==> src/ulf_pkg.sv <==
// Package for the serial line format and interrupt status block.
// Assumes one 125 MHz clock and an AHB-Lite register bus of one slave.
package ulf_pkg;

    // Register byte offsets
    localparam logic [7:0] ULF_OFF_DATA = 8'h00;
    localparam logic [7:0] ULF_OFF_IEN = 8'h04;
    localparam logic [7:0] ULF_OFF_ISTAT = 8'h08;
    localparam logic [7:0] ULF_OFF_LFMT = 8'h0c;
    localparam logic [7:0] ULF_OFF_FMODE = 8'h10;

    // Line format fields
    localparam int ULF_LF_DLAB = 7;
    localparam int ULF_LF_BRK = 6;
    localparam int ULF_LF_PAR_HI = 5;
    localparam int ULF_LF_PAR_LO = 3;
    localparam int ULF_LF_STOP = 2;
    localparam int ULF_LF_WLEN_HI = 1;
    localparam int ULF_LF_WLEN_LO = 0;
    localparam logic [7:0] ULF_LF_RST = 8'h00;

    // Interrupt enable fields
    localparam int ULF_IE_RX = 0;
    localparam int ULF_IE_THRE = 1;
    localparam int ULF_IE_LS = 2;
    localparam int ULF_IE_MS = 3;
    localparam logic [7:0] ULF_IE_RST = 8'h00;

    // Interrupt source codes, status bits 3:0
    localparam logic [3:0] ULF_IC_LS = 4'h6;
    localparam logic [3:0] ULF_IC_RXD = 4'h4;
    localparam logic [3:0] ULF_IC_RXTO = 4'hc;
    localparam logic [3:0] ULF_IC_THRE = 4'h2;
    localparam logic [3:0] ULF_IC_MS = 4'h0;
    localparam logic [3:0] ULF_IC_NONE = 4'h1;
    localparam logic [1:0] ULF_FIFO_ON_BITS = 2'h3;
    localparam logic [1:0] ULF_FIFO_OFF_BITS = 2'h0;
    localparam logic [1:0] ULF_IS_UNUSED = 2'h0;

    // Other reset values
    localparam logic [7:0] ULF_DIV_RST = 8'h00;
    localparam logic [7:0] ULF_EFR_RST = 8'h00;
    localparam logic ULF_TXD_IDLE = 1'b1;

    // Stop length in half bit times and word length base
    localparam logic [2:0] ULF_STOP_ONE = 3'h2;
    localparam logic [2:0] ULF_STOP_ONEHALF = 3'h3;
    localparam logic [2:0] ULF_STOP_TWO = 3'h4;
    localparam logic [3:0] ULF_WLEN_BASE = 4'h5;

    // Parity kinds
    typedef enum logic [1:0] {
        ULF_PAR_ODD = 2'b00,
        ULF_PAR_EVEN = 2'b01,
        ULF_PAR_ONE = 2'b10,
        ULF_PAR_ZERO = 2'b11
    } ulf_par_t;

    // Character format handed to the serializer and deserializer
    typedef struct packed {
        logic [3:0] word_bits;
        logic [2:0] stop_halves;
        logic parity_en;
        ulf_par_t parity_kind;
    } ulf_format_t;

    // Bus transfer progress
    typedef enum logic [1:0] {
        ULF_BUS_IDLE = 2'b00,
        ULF_BUS_WRITE = 2'b01,
        ULF_BUS_RWAIT = 2'b10,
        ULF_BUS_RDONE = 2'b11
    } ulf_bus_t;

endpackage

==> src/ulf_parity.sv <==
// Parity generator and checker for one character.
// Assumes data sits in the low bits; bits above the word length are ignored.
`timescale 1ns/1ns
module ulf_parity
    import ulf_pkg::*;
(
    input wire logic [7:0] data,
    input wire logic [1:0] wlen,
    input wire logic [2:0] field,
    output logic par_en,
    output ulf_par_t par_kind,
    output logic par_bit
);
    logic [7:0] mask;
    logic ones;

    // Keep only the bits of the programmed word length
    always_comb begin
        mask = 8'h1f;
        case (wlen)
            2'b00: mask = 8'h1f;
            2'b01: mask = 8'h3f;
            2'b10: mask = 8'h7f;
            default: mask = 8'hff;
        endcase
        ones = ^(data & mask);
    end

    // Parity kind from the field, then the bit itself
    always_comb begin
        par_en = field[0];
        case (field[2:1])
            2'b00: par_kind = ULF_PAR_ODD;
            2'b01: par_kind = ULF_PAR_EVEN;
            2'b10: par_kind = ULF_PAR_ONE;
            default: par_kind = ULF_PAR_ZERO;
        endcase
        case (par_kind)
            ULF_PAR_ODD: par_bit = ~ones;
            ULF_PAR_EVEN: par_bit = ones;
            ULF_PAR_ONE: par_bit = 1'b1;
            default: par_bit = 1'b0;
        endcase
    end
endmodule // ulf_parity

==> src/ulf_top.sv <==
// Line format control and interrupt status of one serial channel.
// Assumes an AHB-Lite master on CLK; interrupt sources, serializer and
// receive data come from logic on the same clock, so none is synchronised.
`timescale 1ns/1ns
module ulf_top
    import ulf_pkg::*;
(
    input wire logic CLK,
    input wire logic RST,
    input wire logic HSEL,
    input wire logic [31:0] HADDR,
    input wire logic [1:0] HTRANS,
    input wire logic HWRITE,
    input wire logic [2:0] HSIZE,
    input wire logic [31:0] HWDATA,
    input wire logic HREADY,
    output logic [31:0] HRDATA,
    output logic HREADYOUT,
    output logic HRESP,
    input wire logic LINE_ERROR_STATUS,
    input wire logic RECEIVE_DATA_AVAILABLE,
    input wire logic RECEIVE_TIMEOUT,
    input wire logic TRANSMIT_HOLDING_EMPTY,
    input wire logic MODEM_STATUS,
    input wire logic SER_TXD,
    input wire logic [7:0] RX_DATA,
    input wire logic RX_PARITY,
    input wire logic RX_STROBE,
    output logic TXD,
    output logic [7:0] TX_DATA,
    output logic TX_PARITY,
    output logic TX_LOAD,
    output logic RX_READ,
    output logic PARITY_ERR,
    output ulf_format_t FORMAT,
    output logic [15:0] DIVISOR,
    output logic [7:0] ENHANCED,
    output logic FIFO_MODE
);

    // All state of the block
    typedef struct packed {
        ulf_bus_t bus;
        logic [7:0] addr;
        logic [7:0] lfmt;
        logic [7:0] ien;
        logic fifo_on;
        logic [7:0] div_lo;
        logic [7:0] div_hi;
        logic [7:0] efr;
        logic thre_flag;
        logic thre_seen;
        logic [31:0] rdata;
        logic [7:0] tx_data;
        logic tx_par;
        logic tx_load;
        logic rx_read;
        logic txd;
        logic par_err;
    } ulf_state_t;

    ulf_state_t s_q;
    ulf_state_t s_d;

    logic accept;
    logic [7:0] wbyte;
    logic dlab;
    logic pend_ls;
    logic pend_rxd;
    logic pend_rxto;
    logic pend_thre;
    logic pend_ms;
    logic [3:0] int_code;
    logic [7:0] istat;
    logic tx_par_en;
    logic tx_par_bit;
    logic rx_par_en;
    logic rx_par_bit;
    ulf_par_t tx_kind;
    logic thre_rise;
    logic thre_clr;
    logic tx_write;

    // Byte offset match used by both the read and the write decode
    function automatic logic hit(input logic [7:0] a, input logic [7:0] off);
        hit = (a[7:2] == off[7:2]);
    endfunction

    // Priority encoder of the pending sources into a status code
    function automatic logic [3:0] prio(input logic ls, input logic rxd,
                                        input logic rxto, input logic thre,
                                        input logic ms);
        if (ls) begin
            prio = ULF_IC_LS;
        end else if (rxd) begin
            prio = ULF_IC_RXD;
        end else if (rxto) begin
            prio = ULF_IC_RXTO;
        end else if (thre) begin
            prio = ULF_IC_THRE;
        end else if (ms) begin
            prio = ULF_IC_MS;
        end else begin
            prio = ULF_IC_NONE;
        end
    endfunction

    // Parity of the character being loaded for transmission
    ulf_parity u_tx_par (
        .data(wbyte),
        .wlen(s_q.lfmt[ULF_LF_WLEN_HI:ULF_LF_WLEN_LO]),
        .field(s_q.lfmt[ULF_LF_PAR_HI:ULF_LF_PAR_LO]),
        .par_en(tx_par_en),
        .par_kind(tx_kind),
        .par_bit(tx_par_bit)
    );

    // Parity expected on the character just received
    ulf_parity u_rx_par (
        .data(RX_DATA),
        .wlen(s_q.lfmt[ULF_LF_WLEN_HI:ULF_LF_WLEN_LO]),
        .field(s_q.lfmt[ULF_LF_PAR_HI:ULF_LF_PAR_LO]),
        .par_en(rx_par_en),
        .par_kind(),
        .par_bit(rx_par_bit)
    );

    // Enabled sources; timeout only exists with the FIFOs on
    always_comb begin
        dlab = s_q.lfmt[ULF_LF_DLAB];
        pend_ls = LINE_ERROR_STATUS & s_q.ien[ULF_IE_LS];
        pend_rxd = RECEIVE_DATA_AVAILABLE & s_q.ien[ULF_IE_RX];
        pend_rxto = RECEIVE_TIMEOUT & s_q.ien[ULF_IE_RX] & s_q.fifo_on;
        pend_thre = s_q.thre_flag & s_q.ien[ULF_IE_THRE];
        pend_ms = MODEM_STATUS & s_q.ien[ULF_IE_MS];
        int_code = prio(pend_ls, pend_rxd, pend_rxto, pend_thre, pend_ms);
        istat = {(s_q.fifo_on ? ULF_FIFO_ON_BITS : ULF_FIFO_OFF_BITS),
                 ULF_IS_UNUSED, int_code};
    end

    // Bus acceptance and the transmit empty edge
    always_comb begin
        accept = HSEL & HTRANS[1] & HREADY;
        wbyte = HWDATA[7:0];
        thre_rise = TRANSMIT_HOLDING_EMPTY & ~s_q.thre_seen;
        tx_write = (s_q.bus == ULF_BUS_WRITE) & ~dlab &
                   hit(s_q.addr, ULF_OFF_DATA);
        thre_clr = tx_write |
                   ((s_q.bus == ULF_BUS_RWAIT) & ~dlab &
                    hit(s_q.addr, ULF_OFF_ISTAT) &
                    (int_code == ULF_IC_THRE));
    end

    // Next state: bus phases, register writes, reads and line outputs
    always_comb begin
        s_d = s_q;
        s_d.tx_load = 1'b0;
        s_d.rx_read = 1'b0;
        s_d.par_err = 1'b0;
        s_d.thre_seen = TRANSMIT_HOLDING_EMPTY;
        // Break holds the line low for as long as the bit is set
        s_d.txd = SER_TXD & ~s_q.lfmt[ULF_LF_BRK];
        // A set in the same cycle as a clear wins
        if (thre_rise) begin
            s_d.thre_flag = 1'b1;
        end else if (thre_clr) begin
            s_d.thre_flag = 1'b0;
        end
        // Parity check of a received character
        if (RX_STROBE) begin
            s_d.par_err = rx_par_en & (RX_PARITY != rx_par_bit);
        end
        case (s_q.bus)
            ULF_BUS_WRITE: begin
                // Data phase of a write: store the low byte
                if (hit(s_q.addr, ULF_OFF_DATA)) begin
                    if (dlab) begin
                        s_d.div_lo = wbyte;
                    end else begin
                        s_d.tx_data = wbyte;
                        s_d.tx_par = tx_par_en & tx_par_bit;
                        s_d.tx_load = 1'b1;
                    end
                end else if (hit(s_q.addr, ULF_OFF_IEN)) begin
                    if (dlab) begin
                        s_d.div_hi = wbyte;
                    end else begin
                        s_d.ien = wbyte;
                    end
                end else if (hit(s_q.addr, ULF_OFF_ISTAT)) begin
                    if (dlab) begin
                        s_d.efr = wbyte;
                    end
                end else if (hit(s_q.addr, ULF_OFF_LFMT)) begin
                    s_d.lfmt = wbyte;
                end else if (hit(s_q.addr, ULF_OFF_FMODE)) begin
                    s_d.fifo_on = wbyte[0];
                end
            end
            ULF_BUS_RWAIT: begin
                // Wait state of a read: latch the word and its side effect
                s_d.rdata = 32'h0000_0000;
                if (hit(s_q.addr, ULF_OFF_DATA)) begin
                    if (dlab) begin
                        s_d.rdata[7:0] = s_q.div_lo;
                    end else begin
                        s_d.rdata[7:0] = RX_DATA;
                        s_d.rx_read = 1'b1;
                    end
                end else if (hit(s_q.addr, ULF_OFF_IEN)) begin
                    s_d.rdata[7:0] = dlab ? s_q.div_hi : s_q.ien;
                end else if (hit(s_q.addr, ULF_OFF_ISTAT)) begin
                    s_d.rdata[7:0] = dlab ? s_q.efr : istat;
                end else if (hit(s_q.addr, ULF_OFF_LFMT)) begin
                    s_d.rdata[7:0] = s_q.lfmt;
                end else if (hit(s_q.addr, ULF_OFF_FMODE)) begin
                    s_d.rdata[0] = s_q.fifo_on;
                end
            end
            default: begin
            end
        endcase
        // Phase sequencing; no new address phase while the bus is stalled
        if (s_q.bus == ULF_BUS_RWAIT) begin
            s_d.bus = ULF_BUS_RDONE;
        end else if (accept) begin
            s_d.addr = HADDR[7:0];
            s_d.bus = HWRITE ? ULF_BUS_WRITE : ULF_BUS_RWAIT;
        end else begin
            s_d.bus = ULF_BUS_IDLE;
        end
    end

    // State register
    always_ff @(posedge CLK or posedge RST) begin
        if (RST) begin
            s_q.bus <= ULF_BUS_IDLE;
            s_q.addr <= 8'h00;
            s_q.lfmt <= ULF_LF_RST;
            s_q.ien <= ULF_IE_RST;
            s_q.fifo_on <= 1'b0;
            s_q.div_lo <= ULF_DIV_RST;
            s_q.div_hi <= ULF_DIV_RST;
            s_q.efr <= ULF_EFR_RST;
            s_q.thre_flag <= 1'b0;
            s_q.thre_seen <= 1'b0;
            s_q.rdata <= 32'h0000_0000;
            s_q.tx_data <= 8'h00;
            s_q.tx_par <= 1'b0;
            s_q.tx_load <= 1'b0;
            s_q.rx_read <= 1'b0;
            s_q.txd <= ULF_TXD_IDLE;
            s_q.par_err <= 1'b0;
        end else begin
            s_q <= s_d;
        end
    end

    // Format decode handed to the serializer and deserializer
    always_comb begin
        FORMAT.word_bits = ULF_WLEN_BASE +
                           {2'b00, s_q.lfmt[ULF_LF_WLEN_HI:ULF_LF_WLEN_LO]};
        if (!s_q.lfmt[ULF_LF_STOP]) begin
            FORMAT.stop_halves = ULF_STOP_ONE;
        end else if (s_q.lfmt[ULF_LF_WLEN_HI:ULF_LF_WLEN_LO] == 2'b00) begin
            FORMAT.stop_halves = ULF_STOP_ONEHALF;
        end else begin
            FORMAT.stop_halves = ULF_STOP_TWO;
        end
        FORMAT.parity_en = tx_par_en;
        FORMAT.parity_kind = tx_kind;
    end

    // Bus answers: reads take one wait state, writes none, always OKAY
    assign HREADYOUT = (s_q.bus != ULF_BUS_RWAIT);
    assign HRESP = 1'b0;
    assign HRDATA = s_q.rdata;

    // Line side outputs
    assign TXD = s_q.txd;
    assign TX_DATA = s_q.tx_data;
    assign TX_PARITY = s_q.tx_par;
    assign TX_LOAD = s_q.tx_load;
    assign RX_READ = s_q.rx_read;
    assign PARITY_ERR = s_q.par_err;
    assign DIVISOR = {s_q.div_hi, s_q.div_lo};
    assign ENHANCED = s_q.efr;
    assign FIFO_MODE = s_q.fifo_on;

endmodule // ulf_top

==> config.mk <==
export PLATFORM = sky130hd
export DESIGN_NAME = ulf_top
export DESIGN_NICKNAME = d
export VERILOG_FILES = /design/src/ulf_pkg.sv /design/src/ulf_parity.sv /design/src/ulf_top.sv
export SDC_FILE = /design/constraint.sdc
export NUM_CORES = 1
export LEC_CHECK = 0
export ABC_AREA = 0
export BUFFER_PORTS_ARGS = -buffer_cell sky130_fd_sc_hd__buf_2
export CAP_MARGIN = 5
export CORE_MARGIN = 2
export CORE_UTILIZATION = 40
export DETAILED_ROUTE_END_ITERATION = 6
export GPL_ROUTABILITY_DRIVEN = 0
export GPL_TIMING_DRIVEN = 0
export PLACE_DENSITY = 0.68
export SKIP_LAST_GASP = 1
export SYNTH_ARGS = -nofsm -noshare
export SYNTH_HDL_FRONTEND = slang
export SYNTH_HIERARCHICAL = 1
export SYNTH_SLANG_ARGS = --single-unit
==> constraint.sdc <==
create_clock -name CLK -period 6.5 [get_ports CLK]
set_input_delay 1.3 -clock CLK [delete_from_list [all_inputs] [get_ports CLK]]
set_output_delay 1.3 -clock CLK [all_outputs]
set_load 0.01 [all_outputs]
Word-level counts from Yosys, hierarchy flattened
Cells that the tools add are included.
- reductions and logical operators: 15
- muxes and demuxes: 33
- bitwise operators: 30
- add/sub/neg operators: 1
- eq/ne operators: 15
- operators with widths (kind ; number):
    2-to-1 mux 8 bit ; 6
    case mux 8 bit (3 select lines) ; 1
    AND 1 bit ; 17
    AND 8 bit ; 2
    XOR reduction 8 bit ; 2
    equality test 6 x 2 -> 1 bit (second input constant) ; 2
    2-to-1 mux 1 bit ; 12
    2-to-1 mux 4 bit ; 3
    2-to-1 mux 2 bit ; 5
    NOT 1 bit ; 10
    AND reduction 5 bit ; 2
    equality test 2 x 1 -> 1 bit (second input constant) ; 4
    equality test 2 bit (second input constant) ; 4
    AND reduction 4 bit ; 2
    2-to-1 mux 7 bit ; 1
    equality test 6 x 1 -> 1 bit (second input constant) ; 1
    equality test 6 x 3 -> 1 bit (second input constant) ; 1
    logical NOT 2 bit ; 3
    logical NOT 6 bit ; 1
    2-to-1 mux 3 bit ; 2
    case mux 1 bit (3 select lines) ; 2
    case mux 2 bit (3 select lines) ; 1
    AND reduction 3 bit ; 2
    AND reduction 6 bit ; 1
    7 further kinds ; 7
- bits of input ports: 90
- word-level logic and storage cells: 111
- bits in registers: 74

Depth between registers and ports, before layout
- word-level depth: 11
- gate-level depth with buffers: 7

Modules after synthesis
Netlist, hierarchy kept.
- by module, submodules not included (module ; cells each ; instances ; area each (um^2)):
    ulf_top ; 344 ; 1 ; 3866.2
    ulf_parity ; 16 ; 2 ; 148.9

Worst setup path before layout
Ideal clock, no wire load.
- path kind: input-to-reg
- start: input RX_DATA[0]
- end: register s_q (netlist bit PARITY_ERR)
- buffers on the path: 0
- setup time: 0.120 ns
- slack: 3.654 ns
- cell stages on the path: 7
- arrival time: 2.727 ns
- cells stage by stage: xnor3_1 -> xnor2_2 -> nand3_1 -> or3b_1 -> xor2_1 -> xor2_1 -> and3_1
- RTL lines (what ; line ; text):
    from (decl) ; ulf_top.sv:26 ; input wire logic [7:0] RX_DATA,
    to (decl) ; ulf_top.sv:62 ; ulf_state_t s_q;

Worst setup path after layout
- start: register s_q[97] in the netlist's numbering
- end: output HREADYOUT
- longest elaborated chain between the ends: 1
- ends and longest elaborated chain (what ; line ; text):
    != test 2 bit ; ulf_top.sv:275 ; assign HREADYOUT = (s_q.bus != ULF_BUS_RWAIT);
    to (decl) ; ulf_top.sv:18 ; output logic HREADYOUT,
No other way between the ends.

==> results_dict.tcl <==
set metrics [dict create \
    endpoint_kind "output port" \
    grt.total_usage_pct 19.1 \
    drt-wirelength-per-cell_um 16.2 \
    maxCapViolations 0 \
    path_clk_slew_ns 0.08 \
    dp_hpwl_um 7530 \
    min_from "s_q[86]" \
    die_x_um 106 \
    worst_pin_slew_ns 0.891 \
    power.leakage_uw 0.00252 \
    worstPathArrival_ns 1.87 \
    vdd.ir_drop.worst_mv 0.165 \
    rr_endpoint "HRDATA[6]" \
    maxSlewViolCount 0 \
    status "complete, no violations" \
    final.setup.tns_ns 0 \
    io_buffers 92 \
    met2WireLength_um 4850 \
    wl_met1_um 4570 \
    regToRegSetupSlack_ns 4.06 \
    rows 37 \
    crit_chain "nor2b_1 > inv_1 > clkbuf_1 > buf_2" \
    dieArea_um2 11200 \
    dp_cells 626 \
    root_buffer "clkbuf_8" \
    setup_viol 0 \
    critical_path.slowest_cell "nor2b_1" \
    crit_family "buffers and inverters" \
    cts_setup_buffers 0 \
    min_path_type "reg -> reg" \
    wl_met3_um 744 \
    rr_startpoint "s_q[91]" \
    drt_first_iter_violations 253 \
    period_needed_ns 3.17 \
    syn_to_final_growth_pct 23.2 \
    core_area_um2 10200 \
    cts_inserted_buffers 9 \
    vias 3114 \
    p_per_area_nw_per_um2 385 \
    synth_area_um2 4160 \
    hold_depth 1 \
    fin_nets 593 \
    postLayoutCoreUtil_pct 50.3 \
    diodes 0 \
    worstSetupPathType "reg -> out" \
    pin_count 172 \
    clock_skew_ns 0.00931 \
    grt_pass1_wl_um 16400 \
    critPathMaxFanout 10 \
    crit_required_ns 5.20 \
    die_y_um 106 \
    worstRegToRegCells 6 \
    finalWirelength_um 10400 \
    period_share_pct 48.8 \
    avgSynthCellArea_um2 11.1 \
    clockBufferDepth 2 \
    cts_tree "yes" \
    relSlewSlack_pct 40.6 \
    routed_via_density 4.85 \
    rsz0062_at_grt "no" \
    postCtsHoldBufs 0 \
    ant_nets 0 \
    grt_pass1_vias 3108 \
    cp_num_buf_inv 3 \
    grt_max_degree 73 \
    antenna_found_initial 0 \
    drc_errors 0 \
    fmax_mhz 315 \
    insertion_delay_ns 0.36 \
    drive_gt1_share_pct 47.6 \
    yosysWarningCount 6 \
    initial_core_util_pct 40.8 \
    final_cells 642 \
    cts.repair.resized 0 \
    syn_inst 374 \
    whs_endpoint "TXD" \
    cts_sinks 72 \
    first_pass_iters 5 \
    start_kind "flop" \
    hold_viol_final 0 \
    grt-ovfl-total 0 \
    htreeDepth 3 \
    cpPeakStageDelay_ns 0.40 \
    highest_layer "met4" \
]
worst max-delay path by stage:
stage / depth (start not counted) / startpoint / slack (ns) / to
floorplan: 1 / RST / 3.38 / DIVISOR[0]
global placement: 2 / RST / 2.49 / DIVISOR[2]
detailed placement: 8 / RX_DATA[0] / 3.40 / PARITY_ERR
CTS: 4 / s_q[97] / 3.33 / HREADYOUT
global route: 4 / s_q[97] / 3.18 / HREADYOUT
finish: 4 / s_q[97] / 3.33 / HREADYOUT
metrics by stage:
| step | instance area [µm²] | power, µW | setup slack, ns | hold WS [ns] |
|---|---|---|---|---|
| after CTS | 5120 | 1980 | 3.33 | 0.472 |
| after detailed placement | 4880 | 1540 | 3.40 | 0.461 |
| final | 5120 | 1970 | 3.33 | 0.477 |
| after global routing | 5120 | 2090 | 3.18 | 0.507 |
| after floorplan | 4250 | 1270 | 3.38 | 0.385 |
| after global placement | 4880 | 1520 | 2.49 | 0.454 |
sequential cells by signal, summed over array words and instances (netlist names):
signal      count
TX_DATA         8
s_q            25
DIVISOR        16
PARITY_ERR      1
ENHANCED        8
dlab            1
RX_READ         1
FIFO_MODE       1
HRDATA          8
TX_PARITY       1
TX_LOAD         1
TXD             1
placed cells by master, fill, tap and decap left out, types with 3 or more instances in the layout:
master / n
o21ai_0: 11
o211ai_1: 5
clkbuf_8: 9
bufinv_16: 3
buf_2: 93
nor2_1: 6
xor2_1: 5
clkbuf_1: 14
nor2b_1: 6
mux2_2: 44
a21oi_1: 11
mux2_1: 7
inv_1: 11
mux2_4: 6
nand2_1: 19
nand2b_1: 3
a32o_1: 3
mux2i_1: 7
and2_1: 3
dfrtp_1: 71
buf_4: 68
nor3_1: 4
conb_1: 25
nor3b_1: 3
nand3_1: 14
report_power, final:
group / leakage, µW / internal (µW) / switching (µW)
Sequential: 0.000859 / 590 / 142
Clock: 0.000116 / 255 / 177
Combinational: 0.00154 / 432 / 377
Total: 0.00252 / 1280 / 695
per-layer routing:
metal  vias up  GRT usage, %
met3        16          3.56
li1       1482             -
met4         0          8.74
met2       147          29.5
met5         -             0
met1      1469          26.1
final cells by class:
class | instances | area, µm²
clock buffers | 9 | 124
flip-flops and latches | 72 | 1800
plain buffers | 84 | 579
inverters | 12 | 47.5
multi-input cells | 230 | 1820
clock inverters | 7 | 119
repair buffers | 92 | 460
well taps | 136 | 170
fillers | 950 | 5060
Power figures use the tool's default switching activity.
